`src/pkg/apd_pkg.sv`:
```
// package for the serial-line auto power-down controller
`default_nettype none
package apd_pkg;
   // clock and timing
   localparam int CLK_MHZ = 200;
   localparam int IDLE_TIME_US = 30;
   localparam int WAKE_TIME_US = 100;
   localparam int IDLE_CYCLES = IDLE_TIME_US * CLK_MHZ;
   localparam int WAKE_CYCLES = WAKE_TIME_US * CLK_MHZ;
   localparam int CNT_W = 16;

   // channel counts: three drivers, five receivers
   localparam int NUM_TX = 3;
   localparam int NUM_RX = 5;
   localparam int RX2_IDX = 1;

   // variant codes
   localparam logic [1:0] VAR_ONE = 2'h0;
   localparam logic [1:0] VAR_TWO = 2'h1;
   localparam logic [1:0] VAR_BIG = 2'h2;

   // register byte offsets
   localparam logic [7:0] OFS_CTRL = 8'h00;
   localparam logic [7:0] OFS_STAT = 8'h04;
   localparam logic [7:0] OFS_IRQ_STAT = 8'h08;
   localparam logic [7:0] OFS_IRQ_MASK = 8'h0c;
   localparam logic [7:0] OFS_TXDATA = 8'h10;
   localparam logic [7:0] OFS_RXDATA = 8'h14;

   // ctrl fields
   localparam int CTRL_HOLD_ON = 0;
   localparam int CTRL_SHUT_N = 1;
   localparam int CTRL_RXEN_N = 2;
   localparam int CTRL_VAR_LO = 4;
   localparam logic [31:0] CTRL_RESET = 32'h0000_0002;

   // status fields
   localparam int ST_ACTIVITY = 0;
   localparam int ST_PUMP = 1;
   localparam int ST_TXON = 2;
   localparam int ST_MODE_LO = 4;

   // interrupt event bits
   localparam int EV_AUTO_DOWN = 0;
   localparam int EV_WAKE = 1;
   localparam int EV_TX_READY = 2;
   localparam int EV_ACT_CHG = 3;
   localparam int EV_W = 4;

   typedef enum {
      APD_FORCED_OFF, APD_FORCED_ON, APD_AUTO_ON, APD_AUTO_DOWN
   } apd_mode_t;

   typedef struct packed {
      logic [NUM_TX-1:0] data;
      logic [NUM_TX-1:0] oe;
   } apd_tx_t;

   typedef struct packed {
      logic [NUM_RX-1:0] data;
      logic [NUM_RX-1:0] oe;
   } apd_rx_t;
endpackage
`default_nettype wire

```
`src/hdl/apd_ctrl.sv`:
```
// mode control of a serial-line transceiver with auto power-down
// Behaviour
// - force-off low disables, three-states all transmitters
// - force-off beats force-on, auto; stops pump
// - auto mode only when hold_on low, shutdown high
// - 30us all-idle in auto: pump, drivers off
// - any valid receiver level wakes from auto-down
// - both controls high keeps transmitters, pump on
// - small variants: rx enable high three-states outputs
// - small variants: receivers driven in shutdown if enabled
// - big variant: receivers off forced, on auto
// - big variant: rx2 non-inverted monitor always driven
// - activity flag high iff any valid level
// - activity flag valid in every mode
// - shutdown keeps pump off, transmitter outputs high-impedance
// - transmitters wait 100us after leaving shutdown
// - pump on below 5.5V, off above
// - transmitters and receivers invert; receivers three-state
`default_nettype none
module apd_ctrl
   import apd_pkg::*;
(
   // apb slave
   input wire logic pclk,
   input wire logic presetn,
   input wire logic pclk_en,
   input wire logic psel,
   input wire logic penable,
   input wire logic pwrite,
   input wire logic [7:0] paddr,
   input wire logic [31:0] pwdata,
   input wire logic [3:0] pstrb,
   output logic [31:0] prdata,
   output logic pready,
   output logic pslverr,
   // line side
   input wire logic [NUM_RX-1:0] rx_line,
   input wire logic [NUM_RX-1:0] rx_valid_level,
   input wire logic rail_above_limit,
   output apd_pkg::apd_tx_t tx_line,
   output apd_pkg::apd_rx_t rx_out,
   output logic rx2_always_on_monitor,
   output logic line_activity,
   output logic pump_enable,
   // interrupt
   output logic irq
);
   import apd_pkg::*;

   logic [31:0] ctrl_reg;
   logic [EV_W-1:0] irq_stat_reg, irq_mask_reg, ev;
   logic [NUM_TX-1:0] txdata_reg;
   logic [CNT_W-1:0] idle_cnt_reg, wake_cnt_reg;
   logic act_reg, tx_ready_reg, auto_down_reg;
   apd_mode_t mode, mode_reg;
   logic hold_on_override, shutdown_override_n, rx_enable_n;
   logic [1:0] variant;
   logic any_valid, shut, shut_prev_reg;
   logic wr, rd, mapped;
   logic we_ctrl, we_irq_stat, we_irq_mask, we_txdata;
   logic [31:0] stat_word;
   logic [NUM_RX-1:0] rx_oe_next;

   assign hold_on_override = ctrl_reg[CTRL_HOLD_ON];
   assign shutdown_override_n = ctrl_reg[CTRL_SHUT_N];
   assign rx_enable_n = ctrl_reg[CTRL_RXEN_N];
   assign variant = ctrl_reg[CTRL_VAR_LO +: 2];
   assign any_valid = |rx_valid_level;

   ////////////////////////////////////////////////////////////////////
   // apb access

   assign wr = psel & penable & pwrite & pclk_en;
   // read data is captured in the setup phase, so the access phase needs
   // no wait state and pready can stay tied high
   assign rd = psel & ~penable & ~pwrite & pclk_en;
   assign pready = 1'b1;
   always_comb begin
      case (paddr)
         OFS_CTRL, OFS_STAT, OFS_IRQ_STAT, OFS_IRQ_MASK,
         OFS_TXDATA, OFS_RXDATA: mapped = 1'b1;
         default: mapped = 1'b0;
      endcase
   end
   assign pslverr = psel & penable & ~mapped;

   ////////////////////////////////////////////////////////////////////
   // register write decode

   // one strobe per writable register; lane 0 carries every field, so a
   // write without it is dropped rather than half applied
   always_comb begin
      we_ctrl = 1'b0;
      we_irq_stat = 1'b0;
      we_irq_mask = 1'b0;
      we_txdata = 1'b0;
      if (wr && pstrb[0]) begin
         case (paddr)
            OFS_CTRL: begin
               we_ctrl = 1'b1;
            end
            OFS_IRQ_STAT: begin
               we_irq_stat = 1'b1;
            end
            OFS_IRQ_MASK: begin
               we_irq_mask = 1'b1;
            end
            OFS_TXDATA: begin
               we_txdata = 1'b1;
            end
            default: begin
               // read-only and unmapped offsets take no write
               we_ctrl = 1'b0;
            end
         endcase
      end
   end

   // only the low byte holds fields; reserved bits read back as zero

   always_ff @(posedge pclk or negedge presetn) begin
      if (!presetn) begin
         ctrl_reg <= CTRL_RESET;
      end else if (we_ctrl) begin
         ctrl_reg <= {24'h0, pwdata[7:0] & 8'h37};
      end
   end

   always_ff @(posedge pclk or negedge presetn) begin
      if (!presetn) begin
         irq_mask_reg <= '0;
      end else if (we_irq_mask) begin
         irq_mask_reg <= pwdata[EV_W-1:0];
      end
   end

   always_ff @(posedge pclk or negedge presetn) begin
      if (!presetn) begin
         txdata_reg <= '0;
      end else if (we_txdata) begin
         txdata_reg <= pwdata[NUM_TX-1:0];
      end
   end

   // set wins over a write-one clear in the same cycle
   always_ff @(posedge pclk or negedge presetn) begin
      if (!presetn) begin
         irq_stat_reg <= '0;
      end else if (pclk_en) begin
         if (we_irq_stat) begin
            irq_stat_reg <= (irq_stat_reg & ~pwdata[EV_W-1:0]) | ev;
         end else begin
            irq_stat_reg <= irq_stat_reg | ev;
         end
      end
   end
   assign irq = |(irq_stat_reg & irq_mask_reg);

   ////////////////////////////////////////////////////////////////////
   // read path

   // status is assembled apart so the read mux stays one word per offset
   always_comb begin
      stat_word = 32'h0;
      stat_word[ST_ACTIVITY] = act_reg;
      stat_word[ST_PUMP] = pump_enable;
      stat_word[ST_TXON] = tx_ready_reg;
      stat_word[ST_MODE_LO +: 2] = 2'(mode_reg);
   end

   always_ff @(posedge pclk or negedge presetn) begin
      if (!presetn) begin
         prdata <= 32'h0;
      end else if (rd) begin
         case (paddr)
            OFS_CTRL: prdata <= ctrl_reg;
            OFS_STAT: prdata <= stat_word;
            OFS_IRQ_STAT: prdata <= {28'h0, irq_stat_reg};
            OFS_IRQ_MASK: prdata <= {28'h0, irq_mask_reg};
            OFS_TXDATA: prdata <= {29'h0, txdata_reg};
            OFS_RXDATA: prdata <= {27'h0, rx_out.data};
            default: prdata <= 32'h0;
         endcase
      end
   end

   ////////////////////////////////////////////////////////////////////
   // mode selection

   // force-off wins over everything, then force-on, then the idle timer
   always_comb begin
      if (!shutdown_override_n) begin
         mode = APD_FORCED_OFF;
      end else if (hold_on_override) begin
         mode = APD_FORCED_ON;
      end else if (auto_down_reg && !any_valid) begin
         mode = APD_AUTO_DOWN;
      end else begin
         mode = APD_AUTO_ON;
      end
   end

   // idle timer only runs in auto mode; any valid level restarts it
   always_ff @(posedge pclk or negedge presetn) begin
      if (!presetn) begin
         idle_cnt_reg <= '0;
         auto_down_reg <= 1'b0;
      end else if (pclk_en) begin
         if (!shutdown_override_n || hold_on_override || any_valid) begin
            idle_cnt_reg <= '0;
            auto_down_reg <= 1'b0;
         end else if (idle_cnt_reg >= CNT_W'(IDLE_CYCLES - 1)) begin
            auto_down_reg <= 1'b1;
         end else begin
            idle_cnt_reg <= idle_cnt_reg + 1'b1;
         end
      end
   end

   // registered copy feeds status and the entry-edge detector below
   always_ff @(posedge pclk or negedge presetn) begin
      if (!presetn) begin
         mode_reg <= APD_AUTO_ON;
      end else if (pclk_en) begin
         mode_reg <= mode;
      end
   end

   assign shut = (mode == APD_FORCED_OFF) || (mode == APD_AUTO_DOWN);

   // wake-up delay after any shutdown; also applied out of reset
   always_ff @(posedge pclk or negedge presetn) begin
      if (!presetn) begin
         wake_cnt_reg <= '0;
         tx_ready_reg <= 1'b0;
         shut_prev_reg <= 1'b1;
      end else if (pclk_en) begin
         shut_prev_reg <= shut;
         if (shut) begin
            wake_cnt_reg <= '0;
            tx_ready_reg <= 1'b0;
         end else if (wake_cnt_reg >= CNT_W'(WAKE_CYCLES - 1)) begin
            tx_ready_reg <= 1'b1;
         end else begin
            wake_cnt_reg <= wake_cnt_reg + 1'b1;
         end
      end
   end

   ////////////////////////////////////////////////////////////////////
   // outputs

   // on-off pump regulation, gated off in any shutdown
   always_ff @(posedge pclk or negedge presetn) begin
      if (!presetn) begin
         pump_enable <= 1'b0;
      end else if (pclk_en) begin
         pump_enable <= !shut && !rail_above_limit;
      end
   end

   // drivers wait for tx_ready so a rail still pumping up never reaches
   // the cable; the price is a silent interval after every wake
   always_ff @(posedge pclk or negedge presetn) begin
      if (!presetn) begin
         tx_line <= '0;
      end else if (pclk_en) begin
         tx_line.data <= ~txdata_reg;
         tx_line.oe <= {NUM_TX{tx_ready_reg && !shut}};
      end
   end

   // small variants keep receivers alive in shutdown so the host can
   // still see a ring; the big variant relies on the monitor copy instead
   always_comb begin
      case (variant)
         VAR_BIG: begin
            // big variant ignores rx enable
            rx_oe_next = {NUM_RX{mode != APD_FORCED_OFF}};
         end
         VAR_TWO: begin
            rx_oe_next = {3'h0, {2{!rx_enable_n}}};
         end
         VAR_ONE: begin
            rx_oe_next = {4'h0, !rx_enable_n};
         end
         default: begin
            // the spare code behaves as the one-channel part
            rx_oe_next = {4'h0, !rx_enable_n};
         end
      endcase
   end

   always_ff @(posedge pclk or negedge presetn) begin
      if (!presetn) begin
         rx_out <= '0;
      end else if (pclk_en) begin
         rx_out.data <= ~rx_line;
         rx_out.oe <= rx_oe_next;
      end
   end

   // monitor copy is non-inverted and never three-stated
   always_ff @(posedge pclk or negedge presetn) begin
      if (!presetn) begin
         rx2_always_on_monitor <= 1'b0;
      end else if (pclk_en) begin
         rx2_always_on_monitor <= rx_line[RX2_IDX];
      end
   end

   // the flag is never gated by mode: software uses it to decide when
   // to leave a forced shutdown
   always_ff @(posedge pclk or negedge presetn) begin
      if (!presetn) begin
         act_reg <= 1'b0;
      end else if (pclk_en) begin
         act_reg <= any_valid;
      end
   end
   assign line_activity = act_reg;

   ////////////////////////////////////////////////////////////////////
   // interrupt events

   // events are one-cycle pulses; the sticky bits hold them for software
   always_comb begin
      ev = '0;
      // entry edge of auto-down, seen against last cycle's mode
      ev[EV_AUTO_DOWN] = (mode == APD_AUTO_DOWN) &&
                         (mode_reg != APD_AUTO_DOWN);
      // any way out of shutdown, forced or automatic
      ev[EV_WAKE] = !shut && shut_prev_reg;
      // the cycle before tx_ready rises
      ev[EV_TX_READY] = !shut && !tx_ready_reg &&
                        wake_cnt_reg >= CNT_W'(WAKE_CYCLES - 1);
      // the flag is about to change at the next edge
      ev[EV_ACT_CHG] = any_valid != act_reg;
   end
endmodule
`default_nettype wire

```
`config.mk`:
```
export PLATFORM = sky130hd
export DESIGN_NAME = apd_ctrl
export DESIGN_NICKNAME = d
export VERILOG_FILES = /design/src/pkg/apd_pkg.sv /design/src/hdl/apd_ctrl.sv
export SDC_FILE = /design/constraint.sdc
export NUM_CORES = 1
export LEC_CHECK = 0
export ABC_AREA = 1
export BUFFER_PORTS_ARGS = -buffer_cell sky130_fd_sc_hd__buf_2
export CORE_MARGIN = 2
export CORE_UTILIZATION = 53
export DETAILED_ROUTE_END_ITERATION = 6
export PLACE_DENSITY = 0.8
export SYNTH_ARGS = -nofsm -noshare
export SYNTH_HDL_FRONTEND = slang
export SYNTH_SLANG_ARGS = --single-unit
export TNS_END_PERCENT = 5
```
`constraint.sdc`:
```
create_clock -name pclk -period 2 [get_ports pclk]
set_input_delay 0.1 -clock pclk [delete_from_list [all_inputs] [get_ports pclk]]
set_output_delay 0.1 -clock pclk [all_outputs]
set_load 0.05 [all_outputs]
```
Word-level counts from Yosys, hierarchy flattened. Index checks and enable logic that the tools add are counted.

Register bits after elaboration: 132. Bits in latches: 0. RAM bits: 0. Memory bits (read-only): 0. Input port bits: 61. Output and inout port bits: 54. Word-level logic and storage cells: 103. Memories kept: 0.

Add/sub/neg operators: 2. Multiply operators: 0. Divide/modulo/power cells: 0. Order comparisons: 2. Equality and inequality tests: 12. Shifts and indexed selects: 0. Multiplexer cells: 23. Bitwise operators: 17. Reductions and logical operators: 29.

Operator list (number): $mux 16 (4); $pmux 6 s6 (1); $add 16x1->16 const B (2); $eq 32x3->1 const B (1); $logic_not 32->1 (1); $ne 32x3->1 const B (1); $reduce_bool 32->1 (1); $eq 8x4->1 const B (2); $eq 8x5->1 const B (2); $ge 16x13->1 const B (1); $ge 16x15->1 const B (1); $mux 1 (14); $pmux 5 s2 (1); $and 4x4->4 (2); $eq 8x3->1 const B (1); $logic_and 1x1->1 (8); $logic_not 8->1 (1); $or 4x4->4 (2); $reduce_and 2->1 (4); $and 1x1->1 (7); $logic_not 1->1 (6); $reduce_or 6->1 (1); $not 5->5 (1); $reduce_or 5->1 (1); other kinds (12) (19).

Longest topological paths before layout.
Depth after elaboration: 13. Gate-level depth with buffers: 13. Mapped depth without buffers: 12.

Worst setup path before layout. No wires, ideal clock.

Path type: register to register. From: register ctrl_reg[1]. To: register wake_cnt_reg[3]. Library setup time: 0.066 ns. Data arrival time: 1.599 ns. Data required time: 1.934 ns. Setup slack: 0.334 ns. Cell stages (with the launch flop): 8. Path buffers: 1. Clock period less this slack: 1.666 ns. Path through: dfstp_2 nand2_1 ha_1 buf_2 nand2_1 nor2_1 nand3_1 nand2_1.

Cells in the longest elaborated chain, start to end: 5. Elaborated cells between the ends (all ways): 7. Those cells by class: 2 x eq/ne; 2 x mux; 3 x reduce/logical.

RTL lines: start: declaration (RTL line apd_ctrl.sv:50) `logic [31:0] ctrl_reg;`; start signal: assignment (RTL line apd_ctrl.sv:125) `ctrl_reg <= {24'h0, pwdata[7:0] & 8'h37};`; $mux 2 * (RTL line apd_ctrl.sv:192) `if (!shutdown_override_n) begin`; $eq 32x3->1 / $logic_not 32->1 (equally long branches) (RTL line apd_ctrl.sv:229) `assign shut = (mode == APD_FORCED_OFF) || (mode == APD_AUTO_DOWN);`; $logic_or 1x1->1 * (RTL line apd_ctrl.sv:229); $ne 2x2->1 (no source line); $reduce_and 2->1 (no source line); end signal: assignment (RTL line apd_ctrl.sv:245) `wake_cnt_reg <= wake_cnt_reg + 1'b1;`; end: declaration (RTL line apd_ctrl.sv:53) `logic [CNT_W-1:0] idle_cnt_reg, wake_cnt_reg;`.

Mark *: on every way between the ends. The rest lies on a longest branch, timed or not. A chain may end at the register's enable or synchronous reset.

Worst setup path in the final report.
From: register wake_cnt_reg[0]. To: register wake_cnt_reg[1].

Cells in the longest elaborated chain, start to end: 3. Elaborated cells between the ends (all ways): 6. Those cells by class: 1 x add/sub; 1 x order compare; 1 x eq/ne; 2 x mux; 1 x reduce/logical.

RTL lines (RTL line): $add 16x1->16 / $ge 16x15->1 (equally long branches) (apd_ctrl.sv:245, apd_ctrl.sv:242); $mux 16 / $ne 2x2->1 (equally long branches); $mux 16 / $reduce_and 2->1 (equally long branches).

Several ways; a longest one is shown, not always the timed one. The select of a mux whose other input is x is not followed.

==> results <==
- The flow ran to the end, and the final reports show no timing, DRC or antenna violations.
- Setup repair after global routing left no endpoint under its margin.
- The required time of the critical path is 2240 ps.
- The internal portion of total power is 2060 uW.
- The class of the worst hold path is input port to flop.
- The peak clock frequency supported by timing is 0.561 GHz.
- Of the synthesized area, sequential elements account for 0.428.
- The growth of design area from synthesis to finish is 12.4%.
- The fraction of post-synthesis cell area in the top cell type by area is 0.410.
- Buffers placed on the I/O ports in this run total 58.
- The routability-driven placement congestion ratio is 0.925.
- The path type of the worst setup path is flop to flop.
- The portion of total power attributed to sequential cells is 0.506.
- The number of distinct library cell variants in the gate-level netlist after synthesis is 34.
- The clock tree root driver cell is sky130_fd_sc_hd__clkbuf_8.
- The core outline area is 7810 um2.
- By count the netlist is led by 195 x sky130_fd_sc_hd__nand2_1, 74 x sky130_fd_sc_hd__nor2_1, 71 x sky130_fd_sc_hd__dfrtp_1, 65 x sky130_fd_sc_hd__nand3_1, 55 x sky130_fd_sc_hd__inv_1.
- The overall fraction of global-route tracks in use is 0.227.
- The average instance in the mapped netlist occupies 7.19 um2.
- Summed over all nets, the switching power comes to 962 uW.
- The detailed-route wire length is 9.49 mm.
- The proportion of power drawn by combinational gates is 0.127.
- VDD sags by at most 0.000362 V.
- The synthesized-area fraction occupied by ao, oa, aoi and oai cells is 0.0644.
- The number of instances in the synthesized netlist is 603.
- The H-tree was split into 3 levels.
- The total congestion overflow after global routing is 0.
- The sink count of the clock tree is 74.
- The number of nets still failing antenna checks after routing is 0.
- The final hold slack is 33.0 ps.
- The starting density of the core is 0.555.
- The library cell appearing most often on the critical path is sky130_fd_sc_hd__nand2_1.
- The total die area is 8920 um2.
- The final critical delay including setup and external delays is 1780 ps.
- Measured along the x axis, the die boundary spans 94.4 um.
- The initial antenna violation count is 0.
- Of the total synthesized cell area, the portion taken by XOR and XNOR cells is 0.0222.
- The count of warnings emitted by yosys is 0.
- After routing, the total negative slack on setup checks comes to 0 ps.
- The post-CTS setup buffer count is 0.
- The total CTS buffers is 9.
- During I/O placement, the number of pins put on the boundary was 115.
- After the first detailed-routing iteration, the DRC count stood at 162.
- For this run, the leading register cell type out of synthesis is sky130_fd_sc_hd__dfrtp_1.
- The worst-case clock buffer depth is 2.
- The leakage power is 0.00258 uW.
- The switching share of power is 0.318.
- The final HPWL from detailed placement is 6.80 mm.
- The number of vias after detailed routing is 3,883.
- The synthesis-stage register bit count is 74.
- On the final layout, the worst clock skew is 20.5 ps.
- Headroom to the max-slew limit came out at 0.634.
- Row generation in the floorplan step produced 32 rows.
- At the pin with the least slew margin, the transition time is 548 ps.
- The total inserted antenna cells is 0.
- Walking the worst path, the cells encountered are ha_1, nand2_1, inv_1, nand2_1, nand2_1, nand2_1, nand2_2, nand2_2, nand2_4, nand2_1, nand2_1.
- The largest fanout of any net on the critical path is 15.
- The first global-routing pass estimated 16.1 mm of wire.
- The number of optimization iterations in the first detailed-route pass is 4.
- The filler cells instantiated in the layout total 687.
- Among all stages on the critical path, the largest delay is contributed by sky130_fd_sc_hd__dfrtp_1.
- The netlist area before placement is 4330 um2.
- The startpoint of the most critical setup path is wake_cnt_reg[0].
- The die is 94.4 um tall.
- The number of slew-limit violations in the final report is 0.
- Entering global routing, the biggest net connects 75 pins.
- In the routed layout, each cell is associated on average with a via count of 5.00.
- Of the total synthesized cell area, the portion taken by full adders, half adders and majority gates is 0.0173.
- The largest single stage delay on the critical path is 410 ps.
- TritonCTS built the clock tree.
- In the routed design, unresolved DRC markers number 0.
- The number of max-cap violations is 0.
- The number of nets in the layout is 736.
- Power spread over the standard cell area amounts to 621 nW/um2.
- Once placement completed, the tool counted placed cells totaling 751.
- The dominant combinational cell family by area after synthesis is simple AND/OR/NAND/NOR gates.
- For the worst setup path, the data arrival time is 2020 ps.
- The number of global-route vias before repair was 3,705.
- Of the total synthesized cell area, the portion taken by AND, OR, NAND and NOR gates is 0.341.
- The worst register-to-register path begins at wake_cnt_reg[0].
- Among all cell types in the netlist, the one instantiated most often is sky130_fd_sc_hd__nand2_1.
- The number of non-filler instances in the completed layout is 776.
- The clock group share of total power is 0.367.
- The number of hold violations in the final report is 0.
- The count of flip-flops with a built-in enable after synthesis is 0.
- STA classifies the critical path endpoint as a flop.
- The startpoint identified for the worst hold timing path is pwdata[3].
- The post-synthesis async set-or-reset flop share is 1.00.
- The fraction of final layout cells sized beyond drive strength 1 is 0.148.
- The later pin in the worst-skew pair is clocked with a latency of 360 ps.
- The final critical-path share of the clock period is 0.891.
- The clock input transition at the sequential cells of the worst setup and hold paths is 80 ps.
- The worst setup path is launched from a flop.
- Setup violations remaining at the end of the flow were counted as 0.
- The mux contribution to synthesized area is 0.
- Ranked by total cell area, the synthesized netlist is headed by sky130_fd_sc_hd__dfrtp_1 41%, sky130_fd_sc_hd__nand2_1 17%, sky130_fd_sc_hd__nand3_1 7.5%.
- The biggest area consumer among synthesized cells is sky130_fd_sc_hd__dfrtp_1.
- The routed wirelength normalized by instance count is 12.2 um.
-- cells by family after synthesis --
| family | Yosys count |
|---|---|
| flip-flops | 74 |
| AND/OR/NAND/NOR | 354 |
| other | 2 |
| AO/OA/AOI/OAI | 53 |
| buffers and inverters | 103 |
| XOR/XNOR | 11 |
| adder cells (fa/ha/maj) | 6 |
-- critical path, delay by kind of cell, from the launching register on --
kind,cells,cell delay (ps)
simple gates,9,950
flops,1,410
fa+ha+maj,1,220
buf+inv,1,90
-- worst paths after layout --
check / cells past startpoint / endpoint / slack, ps
hold reg to reg: 2 / irq_stat_reg[1] / 480
min in group asynchronous: 3 / rx_out[5] / 280
setup reg to reg: 11 / wake_cnt_reg[1] / 220
hold / removal: 3 / irq_mask_reg[3] / 30
max in group asynchronous: 3 / shut_prev_reg / 1350
setup / recovery: 11 / wake_cnt_reg[1] / 220
-- power groups by stage --
| stage | Combinational (uW) | Clock, uW | Sequential [uW] |
|---|---|---|---|
| floorplan | 239 | 0 | 1630 |
| global placement | 365 | 0 | 1560 |
| detailed placement | 372 | 0 | 1560 |
| CTS | 386 | 1130 | 1530 |
| global route | 413 | 1200 | 1540 |
| finish | 384 | 1110 | 1530 |
-- metrics by stage --
stage | instance area (um2) | total power, uW | setup slack, ps | utilization
finish | 4870 | 3030 | 217 | 0.624
detailed placement | 4590 | 1930 | 151 | 0.588
floorplan | 4430 | 1860 | 334 | -
global route | 4870 | 3150 | 48.8 | 0.624
global placement | 4590 | 1930 | 181 | 0.588
CTS | 4870 | 3050 | 137 | 0.624
-- per-layer routing --
layer,vias up,part of all wire,GRT usage
met5,-,0,0
met4,0,0.023,0.0906
met3,22,0.037,0.0287
met2,91,0.50,0.402
met1,1804,0.44,0.282
li1,1966,-,-
-- what timing repair did --
action,CTS,global route
setup endpoints to repair,0,6
hold buffers,9,0
hold endpoints to repair,79,0
gates resized for setup,0,1
-- cells in the final DEF, fill, tap and decap left out, types with 4 or more instances in the layout --
master                          instances
sky130_fd_sc_hd__nand2_1              195
sky130_fd_sc_hd__nor2_1                74
sky130_fd_sc_hd__dfrtp_1               71
sky130_fd_sc_hd__nand3_1               65
sky130_fd_sc_hd__buf_2                 58
sky130_fd_sc_hd__inv_1                 55
sky130_fd_sc_hd__o21ai_0               32
sky130_fd_sc_hd__conb_1                27
sky130_fd_sc_hd__a21oi_1               12
sky130_fd_sc_hd__clkbuf_8               9
sky130_fd_sc_hd__dlygate4sd3_1          9
sky130_fd_sc_hd__buf_4                  7
sky130_fd_sc_hd__xor2_1                 6
sky130_fd_sc_hd__xnor2_1                5
sky130_fd_sc_hd__ha_1                   5
sky130_fd_sc_hd__nand2_2                4
-- final cells by class --
| class | count | area, um2 | share of cell area |
|---|---|---|---|
| clock buffer | 9 | 124 | 0.0254 |
| clock inverter | 7 | 61.3 | 0.0126 |
| inverter | 58 | 218 | 0.0447 |
| multi-input combinational | 451 | 2030 | 0.417 |
| sequential | 74 | 1860 | 0.381 |
| tap | 102 | 128 | 0.0262 |
| timing repair buffer | 75 | 453 | 0.0930 |
No activity file was read; power rests on OpenSTA's default activity.
